## src/design/ede_pkg.sv

```systemverilog
// shared constants and types for the endpoint auto-dma block
package ede_pkg;

  // ----------------------------------------------------------------
  // register map
  // ----------------------------------------------------------------
  localparam int         EDE_AW       = 2;
  localparam logic [1:0] EDE_OFS_CTRL = 2'h0;
  localparam logic [1:0] EDE_OFS_EVT  = 2'h1;
  localparam logic [1:0] EDE_OFS_CNT  = 2'h2;
  localparam logic [1:0] EDE_OFS_ERR  = 2'h3;

  // transfer_control fields
  localparam int EDE_CT_EN   = 7;
  localparam int EDE_CT_IGN  = 6;
  localparam int EDE_CT_TGL  = 5;
  localparam int EDE_CT_AUTO = 4;
  localparam int EDE_CT_TIM  = 3;
  localparam int EDE_CT_SEL  = 0;

  // transfer_events fields
  localparam int EDE_EV_HALT = 0;
  localparam int EDE_EV_ERR  = 1;
  localparam int EDE_EV_CNT  = 2;
  localparam int EDE_EV_SHRT = 3;
  localparam int EDE_EV_NEXT_TOGGLE_STATE = 5;

  // error register fields
  localparam int EDE_ER_AEH = 7;

  // endpoint select codes above this are reserved
  localparam logic [2:0] EDE_SEL_MAX = 3'h5;
  localparam int         EDE_NUM_EP  = 6;

  // ----------------------------------------------------------------
  // types
  // ----------------------------------------------------------------
  typedef enum logic [4:0] {
    EDE_IDLE    = 5'h01,
    EDE_RX_WAIT = 5'h02,
    EDE_RX_DMA  = 5'h04,
    EDE_TX_DMA  = 5'h08,
    EDE_TX_WAIT = 5'h10
  } ede_state_t;

  typedef struct packed {
    logic [EDE_AW-1:0] addr;
    logic [7:0]        wdata;
    logic              wr;
    logic              rd;
  } ede_bus_t;

  // per-endpoint levels, bit 0 is endpoint one
  typedef struct packed {
    logic [EDE_NUM_EP-1:0] tx_done;
    logic [EDE_NUM_EP-1:0] rx_last;
    logic [EDE_NUM_EP-1:0] warn;
    logic [EDE_NUM_EP-1:0] empty;
  } ede_ep_lvl_t;

  // one-cycle events concerning the selected endpoint
  typedef struct packed {
    logic stat_rd;
    logic txlast_set;
    logic fifo_acc;
    logic reg_acc;
    logic pkt_done;
    logic pkt_err;
    logic pkt_tgl;
    logic pkt_short;
    logic dma_done;
  } ede_ep_evt_t;

  typedef struct packed {
    logic       en;
    logic       ign;
    logic       itgl;
    logic       auto_m;
    logic       tim;
    logic [2:0] sel;
    logic       halt;
    logic       err;
    logic       cnt;
    logic       shrt;
    logic       next_toggle_state;
    logic       short_pend;
    logic [7:0] pcount;
    logic       auto_error_handling;
    logic [6:0] epreset;
    logic [6:0] ecount;
    ede_state_t st;
    logic       drain;
    logic [1:0] msync;
    logic       cpl;
    logic       cpl_prev;
    logic       req;
    logic       flush;
    logic       rx_en;
    logic       tx_en;
    logic [7:0] rdata;
  } ede_regs_t;

  localparam ede_regs_t EDE_REGS_RST = '{st: EDE_IDLE, default: '0};

endpackage

```

## src/design/ede_auto_dma.sv

```systemverilog
// endpoint dma request and automatic packet transfer engine
//
// Contract
// RULE1 - three-bit select picks endpoint one to six; codes 11x select none
// RULE2 - completion timing: request on transmit complete or receive last
// RULE3 - warning timing: request while selected fifo warning is set
// RULE4 - transmit request holds until status read, last set, or warning ends
// RULE5 - receive request holds until status read, fifo empty, or warning ends
// RULE6 - starting automatic mode enables endpoint and flushes its fifo
// RULE7 - firmware clears enable and events before starting automatic mode
// RULE8 - any event bit except toggle ends automatic mode
// RULE9 - auto receive: packet then dma; auto transmit: dma then send
// RULE10 - auto and enable cleared together stop at once, else finish first
// RULE11 - initial toggle write also loads next toggle state
// RULE12 - receive toggle mismatch stops auto mode unless ignore bit set
// RULE13 - enable turns dma on; clearing it terminates dma
// RULE14 - serial interface mode pin blocks setting enable
// RULE15 - four low event flags stay visible until firmware clears them
// RULE16 - auto cleared with enable kept: finish, go idle, then halt flag
// RULE17 - clearing enable stops dma and sets halt flag at once
// RULE18 - firmware fifo access during dma halts dma and sets halt flag
// RULE19 - endpoint register access in auto mode halts dma, sets halt flag
// RULE20 - error flag on failed packet or toggle mismatch before update
// RULE21 - with auto error handling, error flag only after retries run out
// RULE22 - count-done flag set when packet count already zero
// RULE23 - next toggle inverts per good packet; toggle write wins
// RULE24 - packet count decrements without underflow; write wins
// RULE25 - request output is a registered level of its condition
//
// The plain strobed port and the address map were chosen for this implementation.
`timescale 1ns/1ps
`default_nettype none

module ede_auto_dma (
  // clock and reset
  input  wire logic                 clk_sys_i,
  input  wire logic                 srst_i,
  // register port
  input  wire ede_pkg::ede_bus_t    bus_i,
  output logic [7:0]                rdata_o,
  // endpoint side
  input  wire ede_pkg::ede_ep_lvl_t ep_lvl_i,
  input  wire ede_pkg::ede_ep_evt_t ep_evt_i,
  input  wire logic                 interface_mode_pin_i,
  output logic                      flush_o,
  output logic                      ep_auto_enable_o,
  output logic                      rx_enable_o,
  output logic                      tx_enable_o,
  output logic                      next_toggle_state_o,
  output logic [3:0]                event_flags_o,
  // dma controller side
  output logic                      dma_req_o
);
  import ede_pkg::*;

  // ----------------------------------------------------------------
  // helpers
  // ----------------------------------------------------------------
  function automatic logic ede_pick(input logic [5:0] v,
                                    input logic [2:0] s);
    ede_pick = 1'b0;
    if (s <= EDE_SEL_MAX) begin // [RULE1]
      ede_pick = v[s];
    end
  endfunction

  function automatic logic ede_is_tx(input logic [2:0] s);
    ede_is_tx = ~s[0]; // odd endpoints transmit [RULE1]
  endfunction

  ede_regs_t r;
  ede_regs_t n;

  logic sel_ok, tx_ep, done_sel, last_sel, warn_sel, empty_sel;
  logic cpl_lvl, cpl_clr, warn_req, req_cond;
  logic wr_ctl, wr_evt, wr_cnt, wr_err;
  logic evt_any, rx_bad, tx_bad, fw_stop, op_ok, op_err;

  assign sel_ok    = (r.sel <= EDE_SEL_MAX);
  assign tx_ep     = ede_is_tx(r.sel);
  assign done_sel  = ede_pick(ep_lvl_i.tx_done, r.sel);
  assign last_sel  = ede_pick(ep_lvl_i.rx_last, r.sel);
  assign warn_sel  = ede_pick(ep_lvl_i.warn, r.sel);
  assign empty_sel = ede_pick(ep_lvl_i.empty, r.sel);

  assign wr_ctl = bus_i.wr & (bus_i.addr == EDE_OFS_CTRL);
  assign wr_evt = bus_i.wr & (bus_i.addr == EDE_OFS_EVT);
  assign wr_cnt = bus_i.wr & (bus_i.addr == EDE_OFS_CNT);
  assign wr_err = bus_i.wr & (bus_i.addr == EDE_OFS_ERR);

  // ----------------------------------------------------------------
  // request conditions
  // ----------------------------------------------------------------
  assign cpl_lvl = tx_ep ? done_sel : last_sel; // [RULE2]
  // completion request ends on status read, last set or empty fifo
  assign cpl_clr = ep_evt_i.stat_rd |
                   (tx_ep ? ep_evt_i.txlast_set : empty_sel); // [RULE4] [RULE5]
  // warning request ends with the warning or on done / empty
  assign warn_req = warn_sel & ~(tx_ep ? done_sel : empty_sel); // [RULE3]

  always_comb begin
    req_cond = 1'b0;
    if (r.en & sel_ok) begin // [RULE13]
      if (r.st == EDE_RX_DMA) begin
        req_cond = r.cpl; // [RULE9]
      end else if (r.st == EDE_TX_DMA) begin
        req_cond = 1'b1; // [RULE9]
      end else if (!(r.auto_m | r.drain)) begin
        req_cond = r.tim ? warn_req : r.cpl; // [RULE2] [RULE3]
      end
    end
  end

  assign evt_any = r.halt | r.err | r.cnt | r.shrt;
  assign rx_bad  = ep_evt_i.pkt_err |
                   ((ep_evt_i.pkt_tgl != r.next_toggle_state) & ~r.ign); // [RULE12] [RULE20]
  assign tx_bad  = ep_evt_i.pkt_err | (ep_evt_i.pkt_tgl != r.next_toggle_state); // [RULE20]
  assign fw_stop = (ep_evt_i.fifo_acc & r.en) |
                   (ep_evt_i.reg_acc & r.en & r.auto_m);

  // ----------------------------------------------------------------
  // next state
  // ----------------------------------------------------------------
  always_comb begin
    n      = r;
    op_ok  = 1'b0;
    op_err = 1'b0;
    n.msync = {r.msync[0], interface_mode_pin_i};
    n.flush = 1'b0;
    n.rdata = 8'h00;

    // write-one-to-clear; hardware sets below win over these
    if (wr_evt) begin
      n.halt = r.halt & ~bus_i.wdata[EDE_EV_HALT]; // [RULE15]
      n.err  = r.err & ~bus_i.wdata[EDE_EV_ERR];
      n.cnt  = r.cnt & ~bus_i.wdata[EDE_EV_CNT];
      n.shrt = r.shrt & ~bus_i.wdata[EDE_EV_SHRT];
    end

    // completion latch; a fresh edge beats a same-cycle clear
    n.cpl_prev = cpl_lvl;
    if (cpl_clr) begin
      n.cpl = 1'b0; // [RULE4] [RULE5]
    end
    if (cpl_lvl & ~r.cpl_prev) begin
      n.cpl = 1'b1; // [RULE2]
    end

    unique case (r.st)
      EDE_IDLE: begin
        if (r.drain) begin
          n.drain = 1'b0;
          n.halt  = 1'b1; // [RULE16]
        end else if (r.en & r.auto_m & sel_ok) begin
          n.st = tx_ep ? EDE_TX_DMA : EDE_RX_WAIT; // [RULE9]
        end
      end
      EDE_RX_WAIT: begin
        if (r.drain) begin
          // nothing received yet, so nothing left to finish
          n.st    = EDE_IDLE;
          n.drain = 1'b0;
          n.halt  = 1'b1; // [RULE16]
        end else if (ep_evt_i.pkt_done) begin
          if (rx_bad) begin
            op_err = 1'b1; // [RULE12]
          end else begin
            n.next_toggle_state       = ~r.next_toggle_state; // [RULE23]
            n.short_pend = ep_evt_i.pkt_short;
            n.st         = EDE_RX_DMA; // [RULE9]
          end
        end
      end
      EDE_RX_DMA: begin
        if (ep_evt_i.dma_done) begin
          op_ok = 1'b1;
          // short packet reported once it sits in memory
          n.shrt = n.shrt | r.short_pend;
          n.st   = EDE_RX_WAIT;
        end
      end
      EDE_TX_DMA: begin
        if (ep_evt_i.dma_done) begin
          n.st = EDE_TX_WAIT; // [RULE9]
        end
      end
      EDE_TX_WAIT: begin
        if (ep_evt_i.pkt_done) begin
          if (tx_bad) begin
            op_err = 1'b1; // [RULE20]
          end else begin
            n.next_toggle_state = ~r.next_toggle_state; // [RULE23]
            op_ok  = 1'b1;
            n.st   = EDE_TX_DMA;
          end
        end
      end
      default: begin
        n.st = EDE_IDLE;
      end
    endcase

    if (op_ok) begin
      n.ecount = r.epreset;
      if (r.pcount == 8'h00) begin
        n.cnt = 1'b1; // [RULE22]
      end else begin
        n.pcount = r.pcount - 8'h01; // [RULE24]
      end
      if (r.drain) begin
        n.st    = EDE_IDLE;
        n.drain = 1'b0;
        n.halt  = 1'b1; // [RULE16]
      end
    end

    if (op_err) begin
      if (r.auto_error_handling & (r.ecount != 7'h00)) begin
        // retry: drop the packet and run it again
        n.ecount = r.ecount - 7'h01; // [RULE21]
        n.flush  = 1'b1;
        n.st     = tx_ep ? EDE_TX_DMA : EDE_RX_WAIT;
      end else begin
        n.err = 1'b1; // [RULE20] [RULE21]
      end
    end

    if (wr_cnt) begin
      n.pcount = bus_i.wdata; // [RULE24]
    end

    // preset is locked while the engine runs
    if (wr_err & ~(r.auto_m | r.drain)) begin
      n.auto_error_handling     = bus_i.wdata[EDE_ER_AEH];
      n.epreset = bus_i.wdata[6:0];
    end

    if (wr_ctl) begin
      n.sel  = bus_i.wdata[EDE_CT_SEL +: 3]; // [RULE1]
      n.tim  = bus_i.wdata[EDE_CT_TIM];
      n.ign  = bus_i.wdata[EDE_CT_IGN];
      n.itgl = bus_i.wdata[EDE_CT_TGL];
      n.next_toggle_state = bus_i.wdata[EDE_CT_TGL]; // [RULE11] [RULE23]
      n.en   = bus_i.wdata[EDE_CT_EN] & ~r.msync[1]; // [RULE13] [RULE14]
      if (bus_i.wdata[EDE_CT_AUTO] & ~r.auto_m & ~r.en & ~evt_any) begin
        n.auto_m = 1'b1; // [RULE7]
        n.flush  = 1'b1; // [RULE6]
      end else if (~bus_i.wdata[EDE_CT_AUTO] & r.auto_m) begin
        n.auto_m = 1'b0;
        n.drain  = n.en; // [RULE10] [RULE16]
      end
      if (r.en & ~n.en) begin
        n.st    = EDE_IDLE; // [RULE10]
        n.drain = 1'b0;
        n.halt  = 1'b1; // [RULE17]
      end
    end

    // firmware touching the fifo or endpoint registers mid-transfer
    if (fw_stop) begin
      n.en     = 1'b0;
      n.auto_m = 1'b0;
      n.drain  = 1'b0;
      n.st     = EDE_IDLE;
      n.halt   = 1'b1; // [RULE18] [RULE19]
    end

    if (n.halt | n.err | n.cnt | n.shrt) begin
      n.auto_m = 1'b0; // [RULE8]
      n.drain  = 1'b0;
      n.st     = EDE_IDLE;
    end

    if (~n.auto_m & ~n.drain) begin
      n.ecount = n.epreset;
    end

    n.req   = req_cond; // [RULE25]
    n.rx_en = (n.st == EDE_RX_WAIT); // [RULE6] [RULE9]
    n.tx_en = (n.st == EDE_TX_WAIT); // [RULE9]

    if (bus_i.rd) begin
      unique case (bus_i.addr)
        EDE_OFS_CTRL: n.rdata = {r.en, r.ign, r.itgl, r.auto_m, r.tim, r.sel};
        EDE_OFS_EVT:  n.rdata = {2'b00, r.next_toggle_state, 1'b0,
                                 r.shrt, r.cnt, r.err, r.halt};
        EDE_OFS_CNT:  n.rdata = r.pcount;
        EDE_OFS_ERR:  n.rdata = {r.auto_error_handling,
                                 (r.auto_m | r.drain) ? r.ecount : r.epreset};
      endcase
    end
  end

  always_ff @(posedge clk_sys_i) begin
    if (srst_i) begin
      r <= EDE_REGS_RST;
    end else begin
      r <= n;
    end
  end

  // ----------------------------------------------------------------
  // outputs
  // ----------------------------------------------------------------
  assign rdata_o             = r.rdata;
  assign dma_req_o           = r.req;
  assign flush_o             = r.flush;
  assign ep_auto_enable_o    = r.auto_m;
  assign rx_enable_o         = r.rx_en;
  assign tx_enable_o         = r.tx_en;
  assign next_toggle_state_o = r.next_toggle_state;
  assign event_flags_o       = {r.shrt, r.cnt, r.err, r.halt}; // [RULE15]

  logic quiet;
  assign quiet = ~wr_ctl & ~ep_evt_i.fifo_acc & ~ep_evt_i.reg_acc;
endmodule

`default_nettype wire

```

## config.mk

```make
export PLATFORM = sky130hd
export DESIGN_NAME = ede_auto_dma
export DESIGN_NICKNAME = d
export VERILOG_FILES = /design/src/design/ede_pkg.sv /design/src/design/ede_auto_dma.sv
export SDC_FILE = /design/constraint.sdc
export NUM_CORES = 1
export LEC_CHECK = 0
export BUFFER_PORTS_ARGS = -buffer_cell sky130_fd_sc_hd__buf_2
export CORE_ASPECT_RATIO = 0.7
export CORE_UTILIZATION = 35
export CTS_CLUSTER_SIZE = 40
export DETAILED_ROUTE_END_ITERATION = 7
export HOLD_SLACK_MARGIN = 0.02
export SLEW_MARGIN = 30
export SYNTH_ARGS = -nofsm -noshare
export SYNTH_HDL_FRONTEND = slang
export SYNTH_SLANG_ARGS = --single-unit
```

## constraint.sdc

```tcl
create_clock -name clk_sys_i -period 4.4 [get_ports clk_sys_i]
set_clock_uncertainty 0.15 [all_clocks]
set_input_delay 0.88 -clock clk_sys_i [delete_from_list [all_inputs] [get_ports clk_sys_i]]
set_output_delay 0.88 -clock clk_sys_i [all_outputs]
set_load 0.005 [all_outputs]
```

# == Word level (Yosys, flattened, before mapping) ==
# Index checks and enable logic that the tools add are counted.
# word_totals
regBits,59
elab_cells,208
# classes
n_addsub,2
magnitude_cmp,2
eq_ne,17
mux,89
bitwise,59
reduce_logical,13
# ops
cell,n
$mux W1,51
$mux W5,9
$mux W6,6
$pmux W8 S4,1
$and A1 B1 Y1,26
$pmux W5 S5,1
$mux W12,2
$mux W8,3
$mux W7,3
$not A1 Y1,21
$ne A3 B3 Y1 const B,5
$mux W13,1
$bmux W1 S3,4
$or A1 B1 Y1,12
$eq A5 B2 Y1 const B,2
$eq A5 B5 Y1 const B,2
$logic_not A8 Y1,1
$mux W4,2
$reduce_or A2 Y1,4
$sub A8 B1 Y8 const B,1
$reduce_bool A7 Y1,1
$sub A7 B1 Y7 const B,1
$mux W2,3
$pmux W1 S2,3
15 further kinds,17

# == Longest topological paths before layout ==
# logic_depth
word_depth,18
mapped_depth,8
mapped_depth_nobuf,7

# == Worst setup path after synthesis ==
# OpenSTA, ideal clock, no wires.
# synth_timing
path_kind,input port to flip-flop
start,input port bus_i[1] (netlist bit)
end,register r[22] (netlist bit)
setup_time_ns,0.121
t_arrival_ns,2.653
required_time_ns,4.129
path_slack_ns,1.477
stages,6
path_buffers,1
path_cell_list,clkbuf_1 or3b_2 o311ai_0 o211ai_1 nand2_1 mux2_2
# synth_between
elab_chain_len,16
elab_cells_between_ends,32
classes_between,mux (21); bitwise (11)
# synth_rtl
item,line,source
"start, declared",ede_auto_dma.sv:39,"input wire ede_pkg::ede_bus_t bus_i,"
$and A1 B1 Y1,ede_auto_dma.sv:87,assign wr_evt = bus_i.wr & (bus_i.addr == EDE_OFS_EVT);
$mux W4,ede_auto_dma.sv:133,if (wr_evt) begin
$mux W1,"ede_auto_dma.sv:151, ede_auto_dma.sv:159",
$mux W1,-,
$mux W1,ede_auto_dma.sv:210,if (r.drain) begin
$mux W1,ede_auto_dma.sv:203,if (op_ok) begin
$mux W1,ede_auto_dma.sv:252,if (r.en & ~n.en) begin
$mux W6,ede_auto_dma.sv:238,if (wr_ctl) begin
$mux W1,ede_auto_dma.sv:260,if (fw_stop) begin
$or A1 B1 Y1 (3 in a row),ede_auto_dma.sv:268,if (n.halt | n.err | n.cnt | n.shrt) begin
$mux W1 / $mux W6 (equally long branches),ede_auto_dma.sv:268,
$not A1 Y1,ede_auto_dma.sv:274,if (~n.auto_m & ~n.drain) begin
$and A1 B1 Y1,ede_auto_dma.sv:274,
$mux W7 (*),ede_auto_dma.sv:274,
"end signal, assigned",ede_auto_dma.sv:298,r <= n;
"end, declared",ede_auto_dma.sv:71,ede_regs_t r;
# Mark *: on every way between the ends. The rest lies on a longest branch, timed or not.
# A chain may end at the register's enable or synchronous reset.

# == Worst setup path after layout ==
# layout_timing
start,input port bus_i[11] (netlist bit)
end,register r[25] (netlist bit)
# layout_between
elab_chain_len,17
elab_cells_between_ends,35
classes_between,eq/ne (2); mux (21); bitwise (11); reduce/logical (1)
# layout_rtl
item,line
$eq A2 B1 Y1,ede_auto_dma.sv:87
$and A1 B1 Y1,ede_auto_dma.sv:87
$mux W4,ede_auto_dma.sv:133
$mux W1,"ede_auto_dma.sv:151, ede_auto_dma.sv:159"
$mux W1,-
$mux W1,ede_auto_dma.sv:210
$mux W1,ede_auto_dma.sv:203
$mux W1,ede_auto_dma.sv:252
$mux W6,ede_auto_dma.sv:238
$mux W1,ede_auto_dma.sv:260
$or A1 B1 Y1 (3 in a row),ede_auto_dma.sv:268
$mux W1 / $mux W6 (equally long branches),ede_auto_dma.sv:268
$not A1 Y1,ede_auto_dma.sv:274
$and A1 B1 Y1,ede_auto_dma.sv:274
$mux W7 (*),ede_auto_dma.sv:274
# Marks and branches as above.

==> results.toml <==
[sta]
setup_slack_ns = 1.36
max_slew.worst_pin.slew_ns = 0.809
min_period_over_period_pct = 69.1
timing.setup.tns_ns = 0
rsz0062_at_grt = "false"
report.final.slew_viol_count = 0
setup_viol = 0
fmax_mhz = 329
timing.final.crit_period_ns = 3.04
slew_headroom_pct = 45.9
hold_viol_final = 0

[outcome]
status = "finished, final reports clean"

[floorplan]
die_height_um = 85.3
dieArea_um2 = 10300
rows = 30
core_area_um2 = 9650
initial_core_util_pct = 36.0
ios = 66
die_x_um = 121

[logic_synthesis]
synth_area_per_cell_um2 = 8.51
syn_inst = 408
synth_top_area_share_pct = 34.0
synth_area_leaders = "dfxtp_1, nor2_1, mux2i_1"
synth_commonest_cells = "dfxtp_1, nor2_1, nand2_1, a21oi_1, mux2i_1"
synthFlopType = "dfxtp_1"
synth_edf_count = 0
ys_types = 55
async_reset_ff_share_pct = 0
yosysMostFrequentCell = "dfxtp_1"
synth_area_um2 = 3470
synth_top_area_cell = "dfxtp_1"
ys_seq_area_share_pct = 34.0
syn-num-nets = 460
synth-seq-cells = 59
ys_warn_count = 0

[grt]
grt_max_degree = 44
grt_pass1_vias = 2914
grt_antenna_before_repair = 0
grt_first_pass_wirelength_um = 16200
grt_overflow = 0
track_usage_pct = 21.1

[pwr]
switching_power_uw = 348
p_total_mw = 1.48
p_sw_share_pct = 23.5
intPower_mw = 1.14
comb_power_share_pct = 9.6
p_leak_nw = 1.68
ir_drop_mv = 0.156
cellPowerDensity_nw_per_um2 = 365
seqPwrFrac_pct = 38.3
p_clk_share_pct = 52.1

[final_layout]
fillers = 961
antenna_cells = 0
seq_area_um2 = 1180
multiInputGateArea_um2 = 2050
syn_to_final_growth_pct = 16.9
fin_nets = 492
drive_above_1_share_pct = 22.2
utilization_pct = 42.1
finalInstanceArea_um2 = 4060

[setup_path]
crit_fanout = 18
cp.required_ns = 4.48
worstPathArrival_ns = 3.12
crit_path_end_kind = "flop"
critPathKind = "in2reg"
start_kind = "input port"

[detailed_routing]
drtIter0Drc = 285
drc = 0
routedWlPerCell_um = 18.0
vias = 3182
wirelength_um = 10300
ant_nets = 0
dr.pass1.iters = 5
avgViaCountPerCell = 5.55

[clock_network]
cts-buffers-inserted = 9
cts_tree = "yes"
cts_root_buffer = "clkbuf_16"
cts_setup_buffers = 0
clk_pin_slew_ns = 0.05
cts_buffer_depth = 2
htree_levels = 3
cts_sinks = 59
cts_resized = 0
worst_skew_pair.late_latency_ns = 0.34
cts_hold_repair.buffers = 0

[place]
gp_congestion = 0.901
hpwl_um = 7500
post_dp_cell_area_um2 = 3730
io_buffers = 56
dp_slack_ns = 1.02

[flow_run]
cap_violations = 0

[hold_path]
min_path_type = "reg2reg"
## worst paths after layout
path | startpoint | end | slack (ns) | cells past startpoint
worst max-delay path | bus_i[11] | r[25]$_SDFF_PP0_ | 1.36 | 6
worst min-delay path | r[12]$_SDFF_PP0_ | r[13]$_SDFFE_PP0P_ | 0.29 | 1
worst max register to register | r[20]$_SDFF_PP0_ | r[25]$_SDFF_PP0_ | 1.45 | 6
worst min register to register | r[12]$_SDFF_PP0_ | r[13]$_SDFFE_PP0P_ | 0.29 | 1
## critical path, stage by stage
cell	delay [ns]
buf_2	0.22
or3b_2	0.68
o311ai_0	0.42
o211ai_1	0.15
nand2_1	0.37
mux2_2	0.39
## logic make-up after synthesis
family	share of synthesized area, %
AND/OR/NAND/NOR	22.7
AO/OA/AOI/OAI	19.9
flip-flops	34.0
buffers and inverters	7.03
multiplexers	11.7
XOR/XNOR	3.24
adder cells (fa/ha/maj)	1.44
## metrics by stage
step	cells	hold WS [ns]
after floorplan	408	0.249
after global placement	557	0.266
after detailed placement	557	0.266
after CTS	573	0.284
after global routing	573	0.320
final	573	0.286
## layer usage
layer | share of wire (%) | vias up | track usage [%]
li1 | - | 1538 | -
met4 | 0.63 | 0 | 4.71
met5 | 0 | - | 0
met2 | 39 | 147 | 26.9
met1 | 50 | 1491 | 32.1
met3 | 11 | 6 | 8.60
## area by class of cell
type | instances | share of cell area, %
clock buffers | 11 | 6.22
clock inverters | 5 | 1.85
inverters | 13 | 1.20
multi-input cells | 299 | 50.4
flip-flops and latches | 59 | 29.1
well taps | 128 | 3.94
repair buffers | 58 | 7.27
## cell usage in the layout, fill, tap and decap left out, types with 3 or more instances in the layout
cell       count
mux4_2         6
and2_1         5
nand2b_1       4
o211ai_1       6
nand4_1        5
a22oi_1        9
o21ai_0       14
clkinv_2       3
mux2i_1       17
clkbuf_16      9
dfxtp_1       59
nor3_1         5
nand3_1        6
mux2_2         9
buf_2         56
or2_2          3
a31oi_1        3
nor2_1        50
nand4b_1      10
nor2b_1       15
inv_1         13
o221ai_1       5
xor2_1         8
ha_1           4
xnor2_1        3
a211oi_1      16
a21oi_1       25
nand2_1       35
## power groups by stage
stage / logic (mW) / clock network, mW / registers (mW)
after floorplan: 0.0969 / 0 / 0.571
after global placement: 0.137 / 0 / 0.579
after detailed placement: 0.140 / 0 / 0.579
after CTS: 0.141 / 0.786 / 0.568
after global routing: 0.157 / 0.809 / 0.570
final: 0.142 / 0.772 / 0.568
## registers in the layout, summed over array words and instances (netlist names)
register	flops
rdata_o	8
dma_req_o	1
ep_auto_enable_o	1
tx_enable_o	1
next_toggle_state_o	1
n	1
event_flags_o	4
flush_o	1
rx_enable_o	1
r	40
Power figures use the tool's default switching activity.
